[config.mk]
export PLATFORM = sky130hd
export DESIGN_NAME = atc_arm_trigger_control
export DESIGN_NICKNAME = d
export VERILOG_FILES = /design/src/atc_pkg.sv /design/src/atc_edge_sync.sv /design/src/atc_src_mux.sv /design/src/atc_arm_trigger_control.sv
export SDC_FILE = /design/constraint.sdc
export NUM_CORES = 1
export LEC_CHECK = 0
export ABC_AREA = 1
export ABC_CLOCK_PERIOD_IN_PS = 2900
export BUFFER_PORTS_ARGS = -buffer_cell sky130_fd_sc_hd__buf_2
export CAP_MARGIN = 20
export CELL_PAD_IN_SITES_DETAIL_PLACEMENT = 0
export CELL_PAD_IN_SITES_GLOBAL_PLACEMENT = 1
export CORE_ASPECT_RATIO = 0.75
export CORE_MARGIN = 2
export CORE_UTILIZATION = 40
export DETAILED_ROUTE_END_ITERATION = 7
export GPL_ROUTABILITY_DRIVEN = 1
export HOLD_SLACK_MARGIN = 0.06
export PLACE_DENSITY_LB_ADDON = 0.2
export REMOVE_ABC_BUFFERS = 1
export SLEW_MARGIN = 20
export SYNTH_ARGS = -nofsm -noshare
export SYNTH_HDL_FRONTEND = slang
export SYNTH_SLANG_ARGS = --single-unit
export TNS_END_PERCENT = 30
[constraint.sdc]
create_clock -name ref_clk -period 2.9 [get_ports ref_clk]
set_input_delay 0.435 -clock ref_clk [delete_from_list [all_inputs] [get_ports ref_clk]]
set_output_delay 0.435 -clock ref_clk [all_outputs]
set_load 0.005 [all_outputs]
[src/atc_pkg.sv]
// Package of constants for the arm and trigger control block.
// Assumes byte-wide registers on a one-byte offset space.
package atc_pkg;
  // ----------------------------------------
  // Register offsets
  // ----------------------------------------
  localparam logic [7:0] OFS_ARM_IMM = 8'h41;
  localparam logic [7:0] OFS_INITIATE = 8'h45;
  localparam logic [7:0] OFS_SW_ARM = 8'h47;
  localparam logic [7:0] OFS_ARM_SRC = 8'h49;
  localparam logic [7:0] OFS_ARM_CTRL = 8'h4b;
  // ----------------------------------------
  // Values after reset and control write mask
  // ----------------------------------------
  localparam logic [7:0] RST_ARM_SRC = 8'h7f;
  localparam logic [7:0] RST_ARM_CTRL = 8'h01;
  localparam logic [7:0] CTRL_WR_MASK = 8'h7f;
  // ----------------------------------------
  // Field positions
  // ----------------------------------------
  localparam int SRC2_NEG_BIT = 7;
  localparam int SRC2_LSB = 4;
  localparam int SRC1_NEG_BIT = 3;
  localparam int SRC1_LSB = 0;
  localparam int CTRL_IRQ_EN_BIT = 6;
  localparam int CTRL_DUAL_BIT = 5;
  localparam int CTRL_RECLK_BIT = 4;
  localparam int CTRL_PREPOST_BIT = 3;
  localparam int CTRL_HOLD_BIT = 2;
  localparam int CTRL_UNLIM_BIT = 1;
  localparam int CTRL_DLYREF_BIT = 0;
  // ----------------------------------------
  // Arm source codes
  // ----------------------------------------
  localparam logic [2:0] SRC_FRONT_ONE = 3'h0;
  localparam logic [2:0] SRC_TTL = 3'h1;
  localparam logic [2:0] SRC_GET = 3'h2;
  localparam logic [2:0] SRC_CH1_LEVEL = 3'h3;
  localparam logic [2:0] SRC_CH2_LEVEL = 3'h4;
  localparam logic [2:0] SRC_ECL_ZERO = 3'h5;
  localparam logic [2:0] SRC_ECL_ONE = 3'h6;
  localparam logic [2:0] SRC_OFF_OR_IMM = 3'h7;
  // ----------------------------------------
  // Synchroniser
  // ----------------------------------------
  localparam int PIN_COUNT = 6;
endpackage

[src/atc_edge_sync.sv]
// Two-stage synchroniser with rise and fall pulse outputs.
// Assumes a pin from an unrelated domain; pulses are one cycle wide.
`timescale 1ns/100ps
`default_nettype none
module atc_edge_sync (
  input wire logic ref_clk,
  input wire logic rst_b,
  input wire logic pinIn,
  output logic risePulse,
  output logic fallPulse
);
  logic meta_ff, sync_ff, last_ff;
  logic nxt_meta, nxt_sync, nxt_last;

  always_comb begin
    nxt_meta = pinIn;
    nxt_sync = meta_ff;
    nxt_last = sync_ff;
  end

  always_ff @(posedge ref_clk) begin
    if (!rst_b) begin
      meta_ff <= 1'b0;
      sync_ff <= 1'b0;
      last_ff <= 1'b0;
    end else begin
      meta_ff <= nxt_meta;
      sync_ff <= nxt_sync;
      last_ff <= nxt_last;
    end
  end

  // Edges seen only after the second stage
  assign risePulse = sync_ff & ~last_ff;
  assign fallPulse = ~sync_ff & last_ff;
endmodule
`default_nettype wire

[src/atc_src_mux.sv]
// Arm source selector: picks one event by code and slope.
// Assumes edge pulses indexed by source code; software trigger ignores slope.
`timescale 1ns/100ps
`default_nettype none
module atc_src_mux (
  input wire logic [2:0] srcSel,
  input wire logic negSlope,
  input wire logic [7:0] riseVec,
  input wire logic [7:0] fallVec,
  input wire logic swTrig,
  output logic armEvt
);
  logic [7:0] edgeVec;

  always_comb begin
    edgeVec = negSlope ? fallVec : riseVec;
    if (srcSel == atc_pkg::SRC_OFF_OR_IMM) begin
      armEvt = 1'b0;
    end else if (srcSel == atc_pkg::SRC_GET) begin
      armEvt = swTrig;
    end else begin
      armEvt = edgeVec[srcSel];
    end
  end
endmodule
`default_nettype wire

[src/atc_arm_trigger_control.sv]
// Arm and initiation control registers of the timebase processor.
// Assumes a byte register port on ref_clk and arm pins from other domains.
`timescale 1ns/100ps
`default_nettype none
module atc_arm_trigger_control (
  input wire logic ref_clk,
  input wire logic rst_b,
  input wire logic [7:0] regAddr,
  input wire logic [7:0] regWrData,
  input wire logic regWr,
  input wire logic regRd,
  output logic [7:0] regRdData,
  input wire logic frontInputOne,
  input wire logic ttl_backplane_line,
  input wire logic chanOneLevel,
  input wire logic chanTwoLevel,
  input wire logic ecl_backplane_line_zero,
  input wire logic ecl_backplane_line_one,
  input wire logic sampleSrcIsGet,
  input wire logic digitizerArmed,
  input wire logic armCountReached,
  output logic initiatePulse,
  output logic sampleTrigPulse,
  output logic armPulse,
  output logic goIdlePulse,
  output logic localIrqZero,
  output logic dualRateMode,
  output logic reclkByDiv10,
  output logic prePostArm,
  output logic armHold,
  output logic armUnlimited,
  output logic armDelayRefClk
);
  // ----------------------------------------
  // Register state
  // ----------------------------------------
  logic [7:0] armSrc_ff, nxt_armSrc;
  logic [7:0] armCtrl_ff, nxt_armCtrl;
  logic [7:0] rdData_ff, nxt_rdData;
  logic initiate_ff, nxt_initiate;
  logic sample_ff, nxt_sample;
  logic arm_ff, nxt_arm;
  logic goIdle_ff, nxt_goIdle;
  logic irq_ff, nxt_irq;
  logic wrInit, rdInit, wrSwArm, wrArmImm, wrSrc, wrCtrl;
  logic evtOne, evtTwo, anyEvt, immArm, armOk;
  logic [atc_pkg::PIN_COUNT-1:0] pinVec, riseRaw, fallRaw;
  logic [7:0] riseVec, fallVec;
  logic [2:0] srcOneSel, srcTwoSel;

  assign wrInit = regWr && regAddr == atc_pkg::OFS_INITIATE;
  assign rdInit = regRd && regAddr == atc_pkg::OFS_INITIATE;
  assign wrSwArm = regWr && regAddr == atc_pkg::OFS_SW_ARM;
  assign wrArmImm = regWr && regAddr == atc_pkg::OFS_ARM_IMM;
  assign wrSrc = regWr && regAddr == atc_pkg::OFS_ARM_SRC;
  assign wrCtrl = regWr && regAddr == atc_pkg::OFS_ARM_CTRL;

  // ----------------------------------------
  // Pin synchronisers
  // ----------------------------------------
  assign pinVec = {ecl_backplane_line_one, ecl_backplane_line_zero, chanTwoLevel,
                   chanOneLevel, ttl_backplane_line, frontInputOne};

  genvar gi;
  generate
    for (gi = 0; gi < atc_pkg::PIN_COUNT; gi++) begin : g_pin
      atc_edge_sync u_sync (
        .ref_clk(ref_clk),
        .rst_b(rst_b),
        .pinIn(pinVec[gi]),
        .risePulse(riseRaw[gi]),
        .fallPulse(fallRaw[gi])
      );
    end
  endgenerate

  // Index by source code; code 2 is the software trigger, code 7 has no pin
  assign riseVec = {1'b0, riseRaw[5:2], 1'b0, riseRaw[1:0]};
  assign fallVec = {1'b0, fallRaw[5:2], 1'b0, fallRaw[1:0]};

  // ----------------------------------------
  // Source selection
  // ----------------------------------------
  // source two code
  assign srcTwoSel = armSrc_ff[atc_pkg::SRC2_LSB +: 3];
  assign srcOneSel = armSrc_ff[atc_pkg::SRC1_LSB +: 3];

  atc_src_mux u_mux_one (
    .srcSel(srcOneSel),
    .negSlope(armSrc_ff[atc_pkg::SRC1_NEG_BIT]),
    .riseVec(riseVec),
    .fallVec(fallVec),
    .swTrig(wrSwArm),
    .armEvt(evtOne)
  );

  atc_src_mux u_mux_two (
    .srcSel(srcTwoSel),
    .negSlope(armSrc_ff[atc_pkg::SRC2_NEG_BIT]),
    .riseVec(riseVec),
    .fallVec(fallVec),
    .swTrig(wrSwArm),
    .armEvt(evtTwo)
  );

  // immediate arm follows initiation
  // Software must keep source two off here, else its edges also arm
  assign immArm = initiate_ff && srcOneSel == atc_pkg::SRC_OFF_OR_IMM;

  assign anyEvt = evtOne | evtTwo | immArm;

  // hold passes only the immediate write
  assign armOk = wrArmImm |
                 (anyEvt & ~armCtrl_ff[atc_pkg::CTRL_HOLD_BIT] & ~digitizerArmed &
                  (armCtrl_ff[atc_pkg::CTRL_UNLIM_BIT] | ~armCountReached));

  // ----------------------------------------
  // Next state
  // ----------------------------------------
  always_comb begin
    nxt_armSrc = armSrc_ff;
    nxt_armCtrl = armCtrl_ff;
    if (wrSrc) begin
      nxt_armSrc = regWrData;
    end
    if (wrCtrl) begin
      nxt_armCtrl = regWrData & atc_pkg::CTRL_WR_MASK;
    end
    if (wrInit) begin
      nxt_armCtrl[atc_pkg::CTRL_IRQ_EN_BIT] = 1'b0;
    end
    nxt_initiate = wrInit;
    nxt_sample = rdInit & sampleSrcIsGet;
    nxt_arm = armOk;
    // idle when limit turns back on
    nxt_goIdle = wrCtrl & armCtrl_ff[atc_pkg::CTRL_UNLIM_BIT] &
                 ~regWrData[atc_pkg::CTRL_UNLIM_BIT] & armCountReached;
    // sticky while enabled; a cleared enable wins over a new event
    nxt_irq = armCtrl_ff[atc_pkg::CTRL_IRQ_EN_BIT] &
              (irq_ff | (anyEvt & (armCtrl_ff[atc_pkg::CTRL_HOLD_BIT] | digitizerArmed)));
    nxt_rdData = 8'h00;
    if (regRd && regAddr == atc_pkg::OFS_ARM_SRC) begin
      nxt_rdData = armSrc_ff;
    end else if (regRd && regAddr == atc_pkg::OFS_ARM_CTRL) begin
      nxt_rdData = armCtrl_ff;
    end
  end

  // ----------------------------------------
  // Registers
  // ----------------------------------------
  always_ff @(posedge ref_clk) begin
    if (!rst_b) begin
      armSrc_ff <= atc_pkg::RST_ARM_SRC;
      armCtrl_ff <= atc_pkg::RST_ARM_CTRL;
      rdData_ff <= 8'h00;
      initiate_ff <= 1'b0;
      sample_ff <= 1'b0;
      arm_ff <= 1'b0;
      goIdle_ff <= 1'b0;
      irq_ff <= 1'b0;
    end else begin
      armSrc_ff <= nxt_armSrc;
      armCtrl_ff <= nxt_armCtrl;
      rdData_ff <= nxt_rdData;
      initiate_ff <= nxt_initiate;
      sample_ff <= nxt_sample;
      arm_ff <= nxt_arm;
      goIdle_ff <= nxt_goIdle;
      irq_ff <= nxt_irq;
    end
  end

  // ----------------------------------------
  // Outputs
  // ----------------------------------------
  assign regRdData = rdData_ff;
  assign initiatePulse = initiate_ff;
  assign sampleTrigPulse = sample_ff;
  assign armPulse = arm_ff;
  assign goIdlePulse = goIdle_ff;
  assign localIrqZero = irq_ff;
  assign dualRateMode = armCtrl_ff[atc_pkg::CTRL_DUAL_BIT];
  assign reclkByDiv10 = armCtrl_ff[atc_pkg::CTRL_RECLK_BIT];
  assign prePostArm = armCtrl_ff[atc_pkg::CTRL_PREPOST_BIT];
  assign armHold = armCtrl_ff[atc_pkg::CTRL_HOLD_BIT];
  assign armUnlimited = armCtrl_ff[atc_pkg::CTRL_UNLIM_BIT];
  assign armDelayRefClk = armCtrl_ff[atc_pkg::CTRL_DLYREF_BIT];

  // ----------------------------------------
  // Checks
  // ----------------------------------------
  a_init_pulse: assert property (@(posedge ref_clk) disable iff (!rst_b)
    initiatePulse |-> $past(regWr) && $past(regAddr) == 8'h45)
    else $error("initiate pulse without write");
  a_sample_get: assert property (@(posedge ref_clk) disable iff (!rst_b)
    $rose(sampleTrigPulse) || sampleTrigPulse |-> $past(rdInit) && $past(sampleSrcIsGet))
    else $error("sample trigger without GET read");
  a_sw_arm_path: assert property (@(posedge ref_clk) disable iff (!rst_b)
    wrSwArm && srcOneSel == 3'h2 && !armHold && !digitizerArmed && !armCountReached
    |=> armPulse)
    else $error("software arm lost");
  a_reset_src: assert property (@(posedge ref_clk)
    !rst_b |=> regRdData == 8'h00 && armSrc_ff == 8'h7f)
    else $error("arm source reset value wrong");
  a_reset_ctrl: assert property (@(posedge ref_clk)
    !rst_b |=> armCtrl_ff == 8'h01 && !localIrqZero)
    else $error("arm control reset value wrong");
  a_hold_block: assert property (@(posedge ref_clk) disable iff (!rst_b)
    armHold && !wrArmImm |=> !armPulse)
    else $error("arm accepted during hold");
  a_imm_write: assert property (@(posedge ref_clk) disable iff (!rst_b)
    wrArmImm |=> armPulse)
    else $error("immediate arm write lost");
  a_irq_enable: assert property (@(posedge ref_clk) disable iff (!rst_b)
    armCtrl_ff[6] && anyEvt && (armHold || digitizerArmed) |=> localIrqZero)
    else $error("interrupt not raised");
  a_init_clear: assert property (@(posedge ref_clk) disable iff (!rst_b)
    wrInit |=> !armCtrl_ff[6] ##1 !localIrqZero)
    else $error("enable not cleared by initiation");
  a_limit_idle: assert property (@(posedge ref_clk) disable iff (!rst_b)
    wrCtrl && armUnlimited && !regWrData[1] && armCountReached |=> goIdlePulse && !armUnlimited)
    else $error("idle not requested");
  a_limit_stop: assert property (@(posedge ref_clk) disable iff (!rst_b)
    anyEvt && !wrArmImm && armCountReached && !armUnlimited |=> !armPulse)
    else $error("arm past count without unlimited");

  // ----------------------------------------
  // Checks on selection, control bits and pin edge pulses
  // ----------------------------------------
  a_src_or_two: assert property (@(posedge ref_clk) disable iff (!rst_b)
    evtTwo && !armHold && !digitizerArmed && !armCountReached |=> armPulse)
    else $error("source two arm lost");
  a_src_two_off: assert property (@(posedge ref_clk) disable iff (!rst_b)
    srcTwoSel == atc_pkg::SRC_OFF_OR_IMM |-> !evtTwo)
    else $error("disabled source two produced an event");
  a_imm_arm: assert property (@(posedge ref_clk) disable iff (!rst_b)
    initiatePulse && srcOneSel == atc_pkg::SRC_OFF_OR_IMM && !armHold && !digitizerArmed && !armCountReached
    |=> armPulse)
    else $error("immediate arm after initiation lost");
  a_slope_rise: assert property (@(posedge ref_clk) disable iff (!rst_b)
    riseVec[srcOneSel] && !armSrc_ff[atc_pkg::SRC1_NEG_BIT] |-> evtOne)
    else $error("rising edge on source one missed");
  a_slope_fall: assert property (@(posedge ref_clk) disable iff (!rst_b)
    fallVec[srcTwoSel] && armSrc_ff[atc_pkg::SRC2_NEG_BIT] |-> evtTwo)
    else $error("falling edge on source two missed");
  a_dual_rate: assert property (@(posedge ref_clk) disable iff (!rst_b)
    wrCtrl |=> dualRateMode == $past(regWrData[atc_pkg::CTRL_DUAL_BIT]))
    else $error("dual rate bit not taken");
  a_reclk_sel: assert property (@(posedge ref_clk) disable iff (!rst_b)
    wrCtrl |=> reclkByDiv10 == $past(regWrData[atc_pkg::CTRL_RECLK_BIT]))
    else $error("reclock bit not taken");
  a_prepost_sel: assert property (@(posedge ref_clk) disable iff (!rst_b)
    wrCtrl |=> prePostArm == $past(regWrData[atc_pkg::CTRL_PREPOST_BIT]))
    else $error("pre and post bit not taken");
  a_delay_clk: assert property (@(posedge ref_clk) disable iff (!rst_b)
    wrCtrl |=> armDelayRefClk == $past(regWrData[atc_pkg::CTRL_DLYREF_BIT]))
    else $error("arm delay clock bit not taken");
  a_unlim_count: assert property (@(posedge ref_clk) disable iff (!rst_b)
    anyEvt && armUnlimited && !armHold && !digitizerArmed |=> armPulse)
    else $error("unlimited arm refused");
  a_idle_only: assert property (@(posedge ref_clk) disable iff (!rst_b)
    !(wrCtrl && armUnlimited && !regWrData[atc_pkg::CTRL_UNLIM_BIT] && armCountReached) |=> !goIdlePulse)
    else $error("idle requested without cause");
  a_pin_pulse: assert property (@(posedge ref_clk) disable iff (!rst_b)
    (riseRaw & $past(riseRaw)) == 6'h00 && (fallRaw & $past(fallRaw)) == 6'h00)
    else $error("pin edge pulse longer than one cycle");
endmodule
`default_nettype wire

==> implementation parameters <==
Parameter                              Value

Status
  Status ... finished, final reports clean

Floorplan
  Ports ... 48
  Die extent in y ... 64.8 µm
  Width of the die ... 85.1 µm
  # rows ... 22
  Core Region ... between 4000 and 5000 µm²
  Die area ... 5520 µm²
  Starting utilization of the core area ... 41.0%

Timing
  Setup_tns ... 0 ns
  Highest clock rate ... 688 MHz
  Setup repair after global routing missed its margin ... false
  Smallest hold slack ... 0.309 ns
  Number of max-slew violations in the final report ... 0
  Worst slew margin relative to its limit ... just under 60%
  Period utilization ... roughly half
  Worst Max-Slew Pin Slew ... 0.613 ns
  Final setup violation count ... 0
  Hold Fails Final Rpt ... 0
  Fin Clk Skew ... 0.0108 ns
  Final WS setup ... 1.45 ns
  Post-route minimum period ... about 1.5 ns

Placed design
  HPWL after DPL ... between 3 and 4 mm
  Post-Place Cells ... between 300 and 400
  Placed cell areas ... 2260 µm²
  Worst slack at placement ... 1.15 ns
  Routability congestion estimate ... between 0.8 and 0.9
  Number of buffers added on ports ... 47

Worst setup path
  CP peak stage delay ... 0.49 ns
  Crit path capture type ... flip-flop
  CP startpoint kind ... primary input
  Worst EP required ... 3.14 ns
  Largest fanout on the critical path ... 16
  Cell-by-cell listing of the critical path ... buf_2, inv_1, nand2_1, nor2_2, nand2_2, nor3_4, o21ai_0, a21oi_1
  Slowest cell on the critical path ... nor3_4
  Critical path's top delay family ... simple AND/OR/NAND/NOR gates
  Source of the critical timing path ... regAddr[7]
  Startpoint of the worst-slack reg-to-reg timing path ... armSrc_ff[3]
  Arrival time reported for the critical path endpoint ... between 1.5 and 2 ns
  Crit path buffers/inverters ... 2
  Category of the most critical setup path ... in -> reg

CTS
  # H-tree levels ... 2
  Clock tree root buffer cell ... clkbuf_8
  Maximum clock path buffer count ... 2
  Clock-pin slew on the worst setup and hold paths ... 0.09 ns
  Clock sinks ... 46
  Number of hold-repair buffers added at the cts stage ... 0
  Clock latency on the worst-skew pair ... 0.30 ns
  TritonCTS clock tree ... done
  Number of clock buffers inserted by TritonCTS ... 5
  Post-CTS setup buffer count ... 0
  Count of instances resized after the clock tree is built ... 0

Layout
  Share of layout cells above drive strength 1 ... 24.1%
  Area Overhead vs Synth ... 20.4%
  Antenna diode instance count ... 0
  Nets ... around 360
  Final Instance Count excl. Fillers ... 388
  Finished Cell Area ... about 2400 µm²
  Final design utilization ... just under 50%

Synthesis
  Synthesized flop and latch total ... 46
  Fraction of the yosys area taken by sequential cells ... a little under half
  Largest cells by area after synthesis ... dfxtp_1, nand2_1, inv_1, nand3_1, a21oi_1
  Number of flops mapped to enable cells by yosys ... 0
  Post-synthesis cell type count ... 28
  Top cell type's share of synthesized area ... 46.7%
  Most instantiated flip-flop cell in the synthesis netlist ... dfxtp_1
  Synthesized netlist cell count ... 277
  Post-Syn Area ... 1970 µm²
  Average size of a mapped cell ... 7.12 µm²
  Share of flip-flops with an asynchronous set or reset after synthesis ... 0%
  Biggest area consumer among synthesized cells ... dfxtp_1
  Total number of yosys warnings ... 0

Global route
  Pin count of the biggest net entering global routing ... 31
  Global-route total usage across every layer ... 17.9%
  First-pass GRT wire length ... 7.85 mm
  Vias in the first global route ... approximately 1,700
  Remaining Overflow, GRT ... 0
  Antenna violations before repair ... 0

Power
  P per Cell Area ... about 510 nW/µm²
  Maximum ir drop on the vdd rail ... between 0.2 and 0.3 mV
  Total power after layout ... 1.20 mW
  Lkg Pwr ... 1.28 nW

Drt
  Vias ... 1,825
  Drt wl/cell ... around 11 µm
  DRT antenna net count ... 0
  Drt total wl ... about 4.4 mm
  TritonRoute pass-1 iters ... 5
  Number of violations reported at the end of detailed-routing iteration 0 ... 112
  Detail-routed via count per cell ... about 4.7
  DR DRC count ... 0

Hold path
  Min-delay worst type ... in -> reg
  Min-delay src ... frontInputOne

Run
  Maximum Capacitance Violations ... 0
worst paths after layout:
kind	endpoint	slack, ns	cells after the start
setup reg to reg	armPulse	1.45	11
setup / recovery	armSrc_ff[7]	1.45	8
hold reg to reg	g_pin[0].u_sync.nxt_last	0.42	2
hold / removal	g_pin[0].u_sync.meta_ff	0.31	3
where the power goes:
group	internal (mW)	leakage, nW	total (mW)	switching, mW
combinational	0.0288	0.843	0.0714	0.0427
clock	0.258	0.0585	0.485	0.227
sequential	0.642	0.374	0.647	0.00534
cell usage in the layout, fill, tap and decap left out, types with 2 or more instances in the layout:
cell type and count:
nand4_1 2, clkbuf_8 5, buf_2 47, nor3_1 3
a21oi_1 15, inv_2 5, o21ai_2 3, inv_1 48
nand2_1 81, nor2_2 3, nor2_1 12, dfxtp_1 46
o21ai_0 14, nand3_1 23, a21oi_2 4, nand3_2 2
Yosys cell counts (2+ instances only):
master     n
nor2_2     3
inv_1     48
nand3_2    2
dfxtp_1   46
a21oi_1   15
nand2_1   81
nand3_1   23
o21ai_2    3
nand4_1    2
a21oi_2    4
inv_2      5
nor3_1     3
nor2_1    12
clkbuf_1   3
o21ai_0   14
sequential cells by signal (all words and copies together) (netlist names):
name	count
armCtrl_ff	7
initiatePulse	1
localIrqZero	1
g_pin.u_sync.last_ff	6
armSrc_ff	8
regRdData	8
g_pin.u_sync.nxt_last	6
goIdlePulse	1
sampleTrigPulse	1
armPulse	1
g_pin.u_sync.meta_ff	6
worst reg2reg max path, stage by stage, from the launching register on:
cell,delay (ns)
dfxtp_1,0.51
inv_2,0.13
nand3_1,0.09
nand3_1,0.10
nand2_1,0.08
inv_1,0.03
nand2_1,0.04
nand3_1,0.06
nand2_1,0.07
nand3_2,0.07
nand2_1,0.09
a21oi_2,0.05
per-layer routing:
metal | vias up | track usage (%) | wire [µm]
li1 | 958 | - | -
met1 | 803 | 25.1 | 2150
met2 | 57 | 27.4 | 1850
met3 | 7 | 4.20 | 376
met4 | 0 | 5.36 | 52
met5 | - | 0 | 0
cell families after synthesis:
logic type | Yosys count | synth area share (%)
simple gates | 131 | 29.4
compound gates | 40 | 11.9
flops | 46 | 46.7
buf+inv | 60 | 12.0
area by class of cell:
class | count | area, µm²
Tap cell | 60 | 75.1
Clock buffer | 5 | 68.8
Timing Repair Buffer | 48 | 243
Multi-Input combinational cell | 171 | 816
Clock inverter | 3 | 43.8
Sequential cell | 46 | 921
Inverter | 55 | 209
Fill cell | 505 | 2440
No activity file was read; power rests on OpenSTA's default activity.
